## config.mk

```make
export PLATFORM = sky130hd
export DESIGN_NAME = iro_router
export DESIGN_NICKNAME = d
export VERILOG_FILES = /design/src/iro_pkg.sv /design/src/iro_router.sv /design/src/iro_pin_drive.sv
export SDC_FILE = /design/constraint.sdc
export NUM_CORES = 1
export LEC_CHECK = 0
export BUFFER_PORTS_ARGS = -buffer_cell sky130_fd_sc_hd__buf_4
export CAP_MARGIN = 20
export CORE_ASPECT_RATIO = 1.5
export CORE_MARGIN = 2
export CORE_UTILIZATION = 29
export DETAILED_ROUTE_END_ITERATION = 6
export GPL_TIMING_DRIVEN = 0
export PLACE_DENSITY = 0.58
export SLEW_MARGIN = 10
export SYNTH_ARGS = -nofsm -noshare
export SYNTH_HDL_FRONTEND = slang
export SYNTH_SLANG_ARGS = --single-unit
```

## constraint.sdc

```tcl
create_clock -name clk -period 3 [get_ports clk]
set_input_delay 0.15 -clock clk [delete_from_list [all_inputs] [get_ports clk]]
set_output_delay 0.15 -clock clk [all_outputs]
set_load 0.005 [all_outputs]
```

## src/iro_pkg.sv

```systemverilog
// Package for the interrupt router and user offset trim block
package iro_pkg;

  // Register indices on the serial register port
  localparam logic [7:0] IRO_ADDR_PIN_CFG = 8'h28;
  localparam logic [7:0] IRO_ADDR_ENABLE = 8'h29;
  localparam logic [7:0] IRO_ADDR_ROUTING = 8'h2a;
  localparam logic [7:0] IRO_ADDR_OFF_PRESS = 8'h2b;
  localparam logic [7:0] IRO_ADDR_OFF_TEMP = 8'h2c;
  localparam logic [7:0] IRO_ADDR_OFF_ALT = 8'h2d;

  // Values after reset
  localparam logic [7:0] IRO_RST_PIN_CFG = 8'h00;
  localparam logic [7:0] IRO_RST_ENABLE = 8'h00;
  localparam logic [7:0] IRO_RST_ROUTING = 8'h00;
  localparam logic [7:0] IRO_RST_OFFSET = 8'h00;
  localparam logic [7:0] IRO_READ_UNMAPPED = 8'h00;

  // Event source bit positions, shared by enable and routing registers
  localparam int IRO_SRC_DATA_READY = 7;
  localparam int IRO_SRC_FIFO = 6;
  localparam int IRO_SRC_PRESS_WINDOW = 5;
  localparam int IRO_SRC_TEMP_WINDOW = 4;
  localparam int IRO_SRC_PRESS_THRESHOLD = 3;
  localparam int IRO_SRC_TEMP_THRESHOLD = 2;
  localparam int IRO_SRC_PRESS_CHANGE = 1;
  localparam int IRO_SRC_TEMP_CHANGE = 0;
  localparam int IRO_NUM_SRC = 8;

  // Pin configuration register field positions
  localparam int IRO_CFG_PIN_A_POLARITY = 5;
  localparam int IRO_CFG_PIN_A_DRIVE_TYPE = 4;
  localparam int IRO_CFG_PIN_B_POLARITY = 1;
  localparam int IRO_CFG_PIN_B_DRIVE_TYPE = 0;

  // Result widths and fixed-point layout
  localparam int IRO_PRESS_W = 20;
  localparam int IRO_TEMP_W = 12;
  localparam int IRO_ALT_W = 20;
  // Pressure result in quarter pascals, offset step 4 Pa = 16 quarters
  localparam int IRO_PRESS_OFF_SHIFT = 4;
  // Temperature result in 1/16 degC, offset step equals one result step
  localparam int IRO_TEMP_OFF_SHIFT = 0;
  // Altitude result in 1/16 m, offset step is one whole meter
  localparam int IRO_ALT_OFF_SHIFT = 4;

  // One register access request from the serial front end
  typedef struct packed {
    logic [7:0] addr;
    logic [7:0] wdata;
    logic write;
    logic read;
  } iro_reg_req_t;

  // Per-pin electrical configuration
  typedef struct packed {
    logic polarity;
    logic driveType;
  } iro_pin_cfg_t;

  // Compensated results before or after trimming
  typedef struct packed {
    logic [IRO_PRESS_W-1:0] press;
    logic [IRO_TEMP_W-1:0] temp;
    logic [IRO_ALT_W-1:0] alt;
  } iro_result_t;

endpackage

```

## src/iro_router.sv

```systemverilog
// Interrupt routing to two pins and user offset trim of the results
`timescale 1ns/1ns
`default_nettype none
//
// Behaviour
// - Routing register bits 7..0 map data ready, FIFO, windows, thresholds, changes.
// - Routing bit 0 sends a source to pin B, bit 1 to pin A.
// - Routing register resets to zero, so every source goes to pin B.
// - Each pin asserts on the OR of all enabled sources routed to it.
// - User offset registers hold two's-complement trims of temperature, pressure and altitude.
// - Pressure offset is 8-bit signed, 4 Pa per step, range +-512 Pa.
// - Temperature offset is 8-bit signed, 0.0625 degC per step, range +-8 degC.
// - Altitude offset is 8-bit signed whole meters, +-128 m, added to altitude.
// - All three offset registers reset to zero, so no trim applies.
// - Only sources with their enable bit set reach any pin.
// - Per-pin polarity bit, 0 active low by default, 1 active high.
// - Per-pin drive-type bit, 0 push-pull by default, 1 open drain.
module iro_router
  import iro_pkg::*;
(
  // Clock and reset
  input wire logic clk,
  input wire logic sys_rst,
  // Register port from the serial interface front end
  input wire iro_pkg::iro_reg_req_t regReq,
  output logic [7:0] regRdata,
  output logic regAck,
  // Event levels from the detectors, same clock domain
  input wire logic [7:0] eventSrc,
  // Compensated results from the measurement path
  input wire iro_pkg::iro_result_t rawResult,
  input wire logic rawValid,
  // Trimmed results toward the output registers
  output iro_pkg::iro_result_t trimResult,
  output logic trimValid,
  // Interrupt pins, enable low while driving
  output logic irqPinAOut,
  output logic irqPinAOe_n,
  output logic irqPinBOut,
  output logic irqPinBOe_n
);

  // Software registers
  logic [7:0] irqRoutingReg;
  logic [7:0] irqEnableReg;
  logic [7:0] pinCfgReg;
  logic [7:0] offPress;
  logic [7:0] offTemp;
  logic [7:0] offAlt;

  // Address decode
  wire logic selPinCfg;
  wire logic selEnable;
  wire logic selRouting;
  wire logic selOffPress;
  wire logic selOffTemp;
  wire logic selOffAlt;

  assign selPinCfg = (regReq.addr == IRO_ADDR_PIN_CFG);
  assign selEnable = (regReq.addr == IRO_ADDR_ENABLE);
  assign selRouting = (regReq.addr == IRO_ADDR_ROUTING);
  assign selOffPress = (regReq.addr == IRO_ADDR_OFF_PRESS);
  assign selOffTemp = (regReq.addr == IRO_ADDR_OFF_TEMP);
  assign selOffAlt = (regReq.addr == IRO_ADDR_OFF_ALT);

  // Read selection; unmapped addresses read as zero
  wire logic [7:0] next_regRdata;

  assign next_regRdata =
    selPinCfg ? pinCfgReg :
    selEnable ? irqEnableReg :
    selRouting ? irqRoutingReg :
    selOffPress ? offPress :
    selOffTemp ? offTemp :
    selOffAlt ? offAlt :
    IRO_READ_UNMAPPED;

  // Configuration registers
  always_ff @(posedge clk)
  begin
    if (sys_rst)
    begin
      irqRoutingReg <= IRO_RST_ROUTING;
      irqEnableReg <= IRO_RST_ENABLE;
      pinCfgReg <= IRO_RST_PIN_CFG;
    end
    else if (regReq.write)
    begin
      if (selRouting)
        irqRoutingReg <= regReq.wdata;
      if (selEnable)
        irqEnableReg <= regReq.wdata;
      if (selPinCfg)
        pinCfgReg <= regReq.wdata;
    end
  end

  // Offset trim registers
  always_ff @(posedge clk)
  begin
    if (sys_rst)
    begin
      offPress <= IRO_RST_OFFSET;
      offTemp <= IRO_RST_OFFSET;
      offAlt <= IRO_RST_OFFSET;
    end
    else if (regReq.write)
    begin
      if (selOffPress)
        offPress <= regReq.wdata;
      if (selOffTemp)
        offTemp <= regReq.wdata;
      if (selOffAlt)
        offAlt <= regReq.wdata;
    end
  end

  // Register answer: one cycle after the request, for reads and writes
  // Unmapped accesses are answered too, so the serial front end never stalls
  // Read data is held between reads, so the front end may fetch it late
  // A write does not disturb the held read data
  always_ff @(posedge clk)
  begin
    if (sys_rst)
    begin
      regRdata <= 8'h00;
      regAck <= 1'b0;
    end
    else
    begin
      regAck <= regReq.read | regReq.write;
      if (regReq.read)
        regRdata <= next_regRdata;
    end
  end

  // Interrupt routing
  wire logic [7:0] enabledSrc;
  wire logic [7:0] toPinA;
  wire logic [7:0] toPinB;
  wire logic pinAActive;
  wire logic pinBActive;
  wire iro_pin_cfg_t pinACfg;
  wire iro_pin_cfg_t pinBCfg;

  // A disabled source is dropped before routing, so it reaches neither pin
  assign enabledSrc = eventSrc & irqEnableReg;
  assign toPinA = enabledSrc & irqRoutingReg;
  assign toPinB = enabledSrc & ~irqRoutingReg;
  // Wired OR per pin over the enabled sources routed to it
  assign pinAActive = |toPinA;
  assign pinBActive = |toPinB;

  assign pinACfg.polarity = pinCfgReg[IRO_CFG_PIN_A_POLARITY];
  assign pinACfg.driveType = pinCfgReg[IRO_CFG_PIN_A_DRIVE_TYPE];
  assign pinBCfg.polarity = pinCfgReg[IRO_CFG_PIN_B_POLARITY];
  assign pinBCfg.driveType = pinCfgReg[IRO_CFG_PIN_B_DRIVE_TYPE];

  iro_pin_drive pinADrive (
    .clk(clk),
    .sys_rst(sys_rst),
    .irqActive(pinAActive),
    .cfg(pinACfg),
    .pinOut(irqPinAOut),
    .pinOe_n(irqPinAOe_n)
  );

  iro_pin_drive pinBDrive (
    .clk(clk),
    .sys_rst(sys_rst),
    .irqActive(pinBActive),
    .cfg(pinBCfg),
    .pinOut(irqPinBOut),
    .pinOe_n(irqPinBOe_n)
  );

  // Offset scaling: sign-extend to the result width, then shift into its units
  wire logic [IRO_PRESS_W-1:0] pressOffExt;
  wire logic [IRO_TEMP_W-1:0] tempOffExt;
  wire logic [IRO_ALT_W-1:0] altOffExt;
  wire logic [IRO_PRESS_W-1:0] pressOffScaled;
  wire logic [IRO_TEMP_W-1:0] tempOffScaled;
  wire logic [IRO_ALT_W-1:0] altOffScaled;

  assign pressOffExt = {{(IRO_PRESS_W-8){offPress[7]}}, offPress};
  assign tempOffExt = {{(IRO_TEMP_W-8){offTemp[7]}}, offTemp};
  assign altOffExt = {{(IRO_ALT_W-8){offAlt[7]}}, offAlt};
  // 4 Pa per step against a quarter-pascal result
  assign pressOffScaled = pressOffExt << IRO_PRESS_OFF_SHIFT;
  // 0.0625 degC per step matches the temperature result step
  assign tempOffScaled = tempOffExt << IRO_TEMP_OFF_SHIFT;
  // Whole meters against a result with four fraction bits
  assign altOffScaled = altOffExt << IRO_ALT_OFF_SHIFT;

  // Trimmed sums; they wrap at the result width, no saturation is applied
  wire iro_result_t next_trimResult;

  assign next_trimResult.press = rawResult.press + pressOffScaled;
  assign next_trimResult.temp = rawResult.temp + tempOffScaled;
  assign next_trimResult.alt = rawResult.alt + altOffScaled;

  // Trimmed results register: the output registers see only trimmed values
  always_ff @(posedge clk)
  begin
    if (sys_rst)
    begin
      trimResult <= '0;
      trimValid <= 1'b0;
    end
    else
    begin
      trimValid <= rawValid;
      if (rawValid)
        trimResult <= next_trimResult;
    end
  end

endmodule
`default_nettype wire

```

## src/iro_pin_drive.sv

```systemverilog
// Output stage for one interrupt pin: polarity and push-pull or open drain
`timescale 1ns/1ns
`default_nettype none
module iro_pin_drive
  import iro_pkg::*;
(
  // Clock and reset
  input wire logic clk,
  input wire logic sys_rst,
  // Request and configuration
  input wire logic irqActive,
  input wire iro_pkg::iro_pin_cfg_t cfg,
  // Pin, enable low while driving
  output logic pinOut,
  output logic pinOe_n
);

  wire logic level;
  wire logic release_n;

  // Polarity 0 signals an interrupt with a low level
  assign level = cfg.polarity ? irqActive : ~irqActive;
  // Open drain only ever pulls low; a high level is left to the pull-up
  assign release_n = ~(cfg.driveType & level);

  always_ff @(posedge clk)
  begin
    if (sys_rst)
    begin
      pinOut <= 1'b1;
      pinOe_n <= 1'b0;
    end
    else
    begin
      pinOut <= level;
      pinOe_n <= ~release_n;
    end
  end

endmodule
`default_nettype wire

```

Word-level counts from Yosys, hierarchy flattened
Cells that the tools add are included.
{ "totals": {"reg_bits": 114, "latch_bits": 0, "mem_bits_rw": 0, "mem_bits_ro": 0, "in_bits": 81, "output_inout_bits": 66, "memories": 0} }
{ "op_classes": {"addsub": 3, "mul": 0, "div": 0, "order_cmp": 0, "eq_ne": 6, "shifts": 0, "mux": 8, "bitwise": 9, "n_reduce_logical": 8} }
{ "op_table": {"columns": ["op", "n"], "rows": [
  ["8-bit by 6-bit equality test with 1-bit output, second input constant", 6],
  ["8-bit 2-to-1 mux", 6],
  ["20-bit adder", 2],
  ["8-bit bitwise AND", 3],
  ["8-bit OR reduction", 2],
  ["12-bit adder", 1],
  ["2-bit AND reduction", 6],
  ["8-bit NOT", 1],
  ["1-bit bitwise AND", 2],
  ["1-bit 2-to-1 mux", 2],
  ["1-bit NOT", 2],
  ["1-bit bitwise OR", 1]
]} }

Longest topological paths before layout
{ "depth": {"word_depth": 7, "ltp_mapped": 8, "ltp_nobuf": 8} }

By module
From an unflattened synthesis, not the netlist that was laid out.
{ "hier_totals": {"cells_unflattened": 740, "area_unflattened_um2": 6399.9} }
{ "by_module_without_submodules": {"columns": ["module", "n_inst", "cells_each", "area_each_um2", "seq_area_each_um2"], "rows": [
  ["iro_router", 1, 730, 6264.8, 2202.1],
  ["iro_pin_drive", 2, 5, 67.6, 40.0]
]} }

Least setup slack after synthesis
Ideal clock, no wire load.
{ "synth_timing": {"kind": "reg-to-reg", "from": "register offPress[0]", "to": "register trimResult[48] in the netlist's numbering", "setup_ps": 120, "arrival_ps": 2032, "t_required_ps": 2880, "slack_ps": 848, "path_stages_with_launch": 9, "path_buffers": 0, "path_cell_list": "dfxtp_1 > ha_1 > fa_1 > a21o_1 > a221oi_2 > o211ai_1 > nand3_1 > a211oi_1 > a211o_1"} }
{ "synth_via": {"elab_chain_len": 1} }
{ "synth_lines": {"columns": ["item", "line", "source"], "rows": [
  ["from (decl)", "iro_router.sv:47", "logic [7:0] offPress;"],
  ["from (signal assigned)", "iro_router.sv:110", "offPress <= regReq.wdata;"],
  ["20-bit adder", "iro_router.sv:198", "assign next_trimResult.press = rawResult.press + pressOffScaled;"],
  ["to (signal assigned)", "iro_router.sv:214", "trimResult <= next_trimResult;"],
  ["to (decl)", "iro_router.sv:34", "output iro_pkg::iro_result_t trimResult,"]
]} }
Every way passes these cells.
A chain may end at the register's enable or synchronous reset.

Worst setup path after layout
Ends and elaborated chain as after synthesis.

==> impl_metrics.tcl <==
set metrics [dict create \
    nNetsFinal 1056 \
    maxCapViolCount 0 \
    slew_viol_final 0 \
    grt_pass1_wl_mm 33.3 \
    fmax_mhz 390 \
    skew_ps 9.07 \
    cellPowerDensity_nw_per_um2 491 \
    r2r_end "trimResult[48]" \
    worstSetupStartpoint "offPress[0]" \
    synth_cells 760 \
    io_buffer_count 143 \
    synth_top_area_share_pct 35.4 \
    synth-edff-count 0 \
    synth.yosys.seq_area_share_pct 35.4 \
    power.total_mw 4.21 \
    grt_max_degree 17 \
    hold_viol_final 0 \
    fin_setup_tns_ps 0 \
    synth_area_leaders "dfxtp_1 (35%), ha_1 (8.0%), mux2i_1 (7.8%), nor2_1 (4.7%), a21oi_1 (4.6%)" \
    diodes 0 \
    p_sw_mw 1.01 \
    seqCellArea_sq_um 2280 \
    tightest_slew_ps 777 \
    max-vdd-ir-drop_mv 0.425 \
    netlist_area_sq_um 6440 \
    syn_area_per_cell_sq_um 8.48 \
    required_ps 3320 \
    asyncSetResetFlopFracSynth_pct 0 \
    ctsHtreeMaxLevel 4 \
    timing.hold.ws_ps 42.3 \
    rsz0062_at_grt "no" \
    crit_arrival_ps 2880 \
    die_h_um 187 \
    worst-path-max-fanout 3 \
    place_hpwl_mm 16.8 \
    final_core_util_pct 39.5 \
    grt_pass1_vias 6203 \
    clk_latency_ps 430 \
    drc 0 \
    switching_share_pct 24.0 \
    ys.flop_type "dfxtp_1" \
    r2r_cells 8 \
    cts_resized 0 \
    fp.dieW_um 126 \
    layout-drive-gt1-share_pct 22.0 \
    core_area_sq_um 21700 \
    wl_mm 21.4 \
    via_count 6205 \
    dr.pass1.iters 4 \
    rows 66 \
    multiInputGateArea_sq_um 3900 \
    ff2ff_setup_slack_ps 440 \
    clkPwrFrac_pct 51.0 \
    ios 147 \
    wl_per_cell_um 17.6 \
    cts_root_buf "clkbuf_16" \
    yosys.area.top_type "dfxtp_1" \
    power_frac_seq_pct 37.7 \
    p_comb_share_pct 11.2 \
    antenna_found_initial 0 \
    cts_buffer_depth 2 \
    synthDistinctLibCells 72 \
    clock_sinks 114 \
    cts_buffers 17 \
    synthToLayoutAreaGrowth_pct 33.0 \
    outcome "complete, no violations" \
    fin_crit_sh_pct 85.4 \
    gp_congestion 0.930 \
    cp-start-kind "register" \
    worstSetupEndpointType "register" \
    synth-seq-cells 114 \
    synth_most_common_cell "dfxtp_1" \
    dieArea_sq_um 23500 \
    cts_tree "built" \
    initial_core_util_pct 29.7 \
    rr_startpoint "offPress[0]" \
    internal_power_mw 3.20 \
    antenna_left 0 \
    hp-class "in -> reg" \
    fillers 2230 \
    synth_commonest_cells "dfxtp_1 (114), nor2_1 (81), nand2_1 (74)" \
    synthesis.nets 885 \
    path_clk_slew_ps 60 \
    yosysWarnings 0 \
    viasPerCell 5.10 \
    setup_viol 0 \
    timing.slew.headroom_pct 48.2 \
    cp-endpoint "trimResult[48]" \
    critical_path_class "reg -> reg" \
    grt_usage_pct 18.2 \
    finalCriticalPeriod_ps 2560 \
    drt_iter0_drc 357 \
    p_leak_nw 3.65 \
    gr-total-overflow 0 \
]
==> worst min path at each step <==
stage | start | to | slack [ps] | depth (start not counted)
2_1_floorplan | regReq[1] | regAck | 270 | 2
3_5_place_dp | rawResult[0] | trimResult[0] | 390 | 3
5_1_grt | regReq[4] | offTemp[2] | 40 | 3
4_1_cts | regReq[9] | irqRoutingReg[7] | 30 | 3
3_3_place_gp | rawResult[34] | trimResult[34] | 390 | 3
6_report | regReq[9] | irqRoutingReg[7] | 40 | 3
==> cells by family (layout without fill, tap and decap cells) <==
group,count (synthesis),after routing,synth area share [%]
simple gates,275,275,20.4
compound gates,191,191,19.8
flops,114,114,35.4
buf+inv,59,243,4.10
mux,50,50,7.77
fa+ha+maj,44,44,8.89
xor+xnor,27,27,3.67
==> layout by cell type (no fill, tap or decap), types with 4 or more instances in the layout <==
cell           count
buf_4            143
dfxtp_1          114
nor2_1            81
nand2_1           74
a21oi_1           59
mux2i_1           50
nand3_1           44
ha_1              41
o21ai_0           27
clkbuf_1          23
xnor2_1           18
o22ai_1           17
inv_1             17
clkbuf_16         17
nand2b_1          16
nor2b_1           14
a21o_1            13
buf_2             12
a211o_1           11
nand4_1           10
a211oi_1           9
xor2_1             9
dlygate4sd3_1      9
o21ai_1            8
a22oi_1            8
clkbuf_8           6
nor3_1             5
a31oi_1            5
and3_1             4
o21bai_1           4
buf_1              4
or3_1              4
clkinv_2           4
==> area by class of cell <==
cell class | count | area share, %
multi-input cells | 587 | 45.5
flip-flops and latches | 114 | 26.6
repair buffers | 152 | 13.6
clock buffers | 23 | 5.81
well taps | 272 | 3.97
plain buffers | 41 | 2.29
clock inverters | 9 | 1.47
inverters | 18 | 0.788
==> critical path, cell delays in order, from the launching register on <==
cell and delay (ps):
dfxtp_1 350, ha_1 220, fa_1 410, a21o_1 230, a221oi_2 440, o211ai_1 230
nand3_1 200, a211oi_1 100, a211o_1 270
==> metrics by stage <==
step / cells / area, sq um / setup WS, ps
after floorplan: 760 / 6440 / 848
after global placement: 1175 / 7860 / 481
after detailed placement: 1175 / 7860 / 477
after CTS: 1216 / 8570 / 455
after global routing: 1216 / 8570 / 332
final: 1216 / 8570 / 438
==> power by group through the flow <==
stage	combinational (mW)	clock, mW	sequential, mW
2_1_floorplan	0.215	0	1.62
3_3_place_gp	0.462	0	1.62
3_5_place_dp	0.464	0	1.62
4_1_cts	0.475	2.19	1.59
5_1_grt	0.515	2.26	1.59
6_report	0.472	2.15	1.59
==> sequential cells by signal (all words and copies together) (netlist names) <==
| signal | flops |
|---|---|
| pinBDrive.pinOut | 1 |
| irqEnableReg | 8 |
| offTemp | 8 |
| trimResult | 52 |
| pinBDrive.pinOe_n | 1 |
| regAck | 1 |
| trimValid | 1 |
| pinADrive.pinOe_n | 1 |
| regRdata | 8 |
| offPress | 8 |
| offAlt | 8 |
| pinADrive.pinOut | 1 |
| irqRoutingReg | 8 |
| pinCfgReg | 8 |
==> repair_timing <==
item                      in CTS  in global routing
setup buffers                  0                  0
hold buffers                   9                  0
hold endpoints to repair       9                  0
==> metal layers <==
layer | global-route usage, % | share of wire, %
met1 | 19.8 | 40
met2 | 33.3 | 52
met3 | 4.13 | 4.8
met4 | 7.82 | 3.0
met5 | 0 | 0
Note: power is estimated with default switching activity, not from simulation.
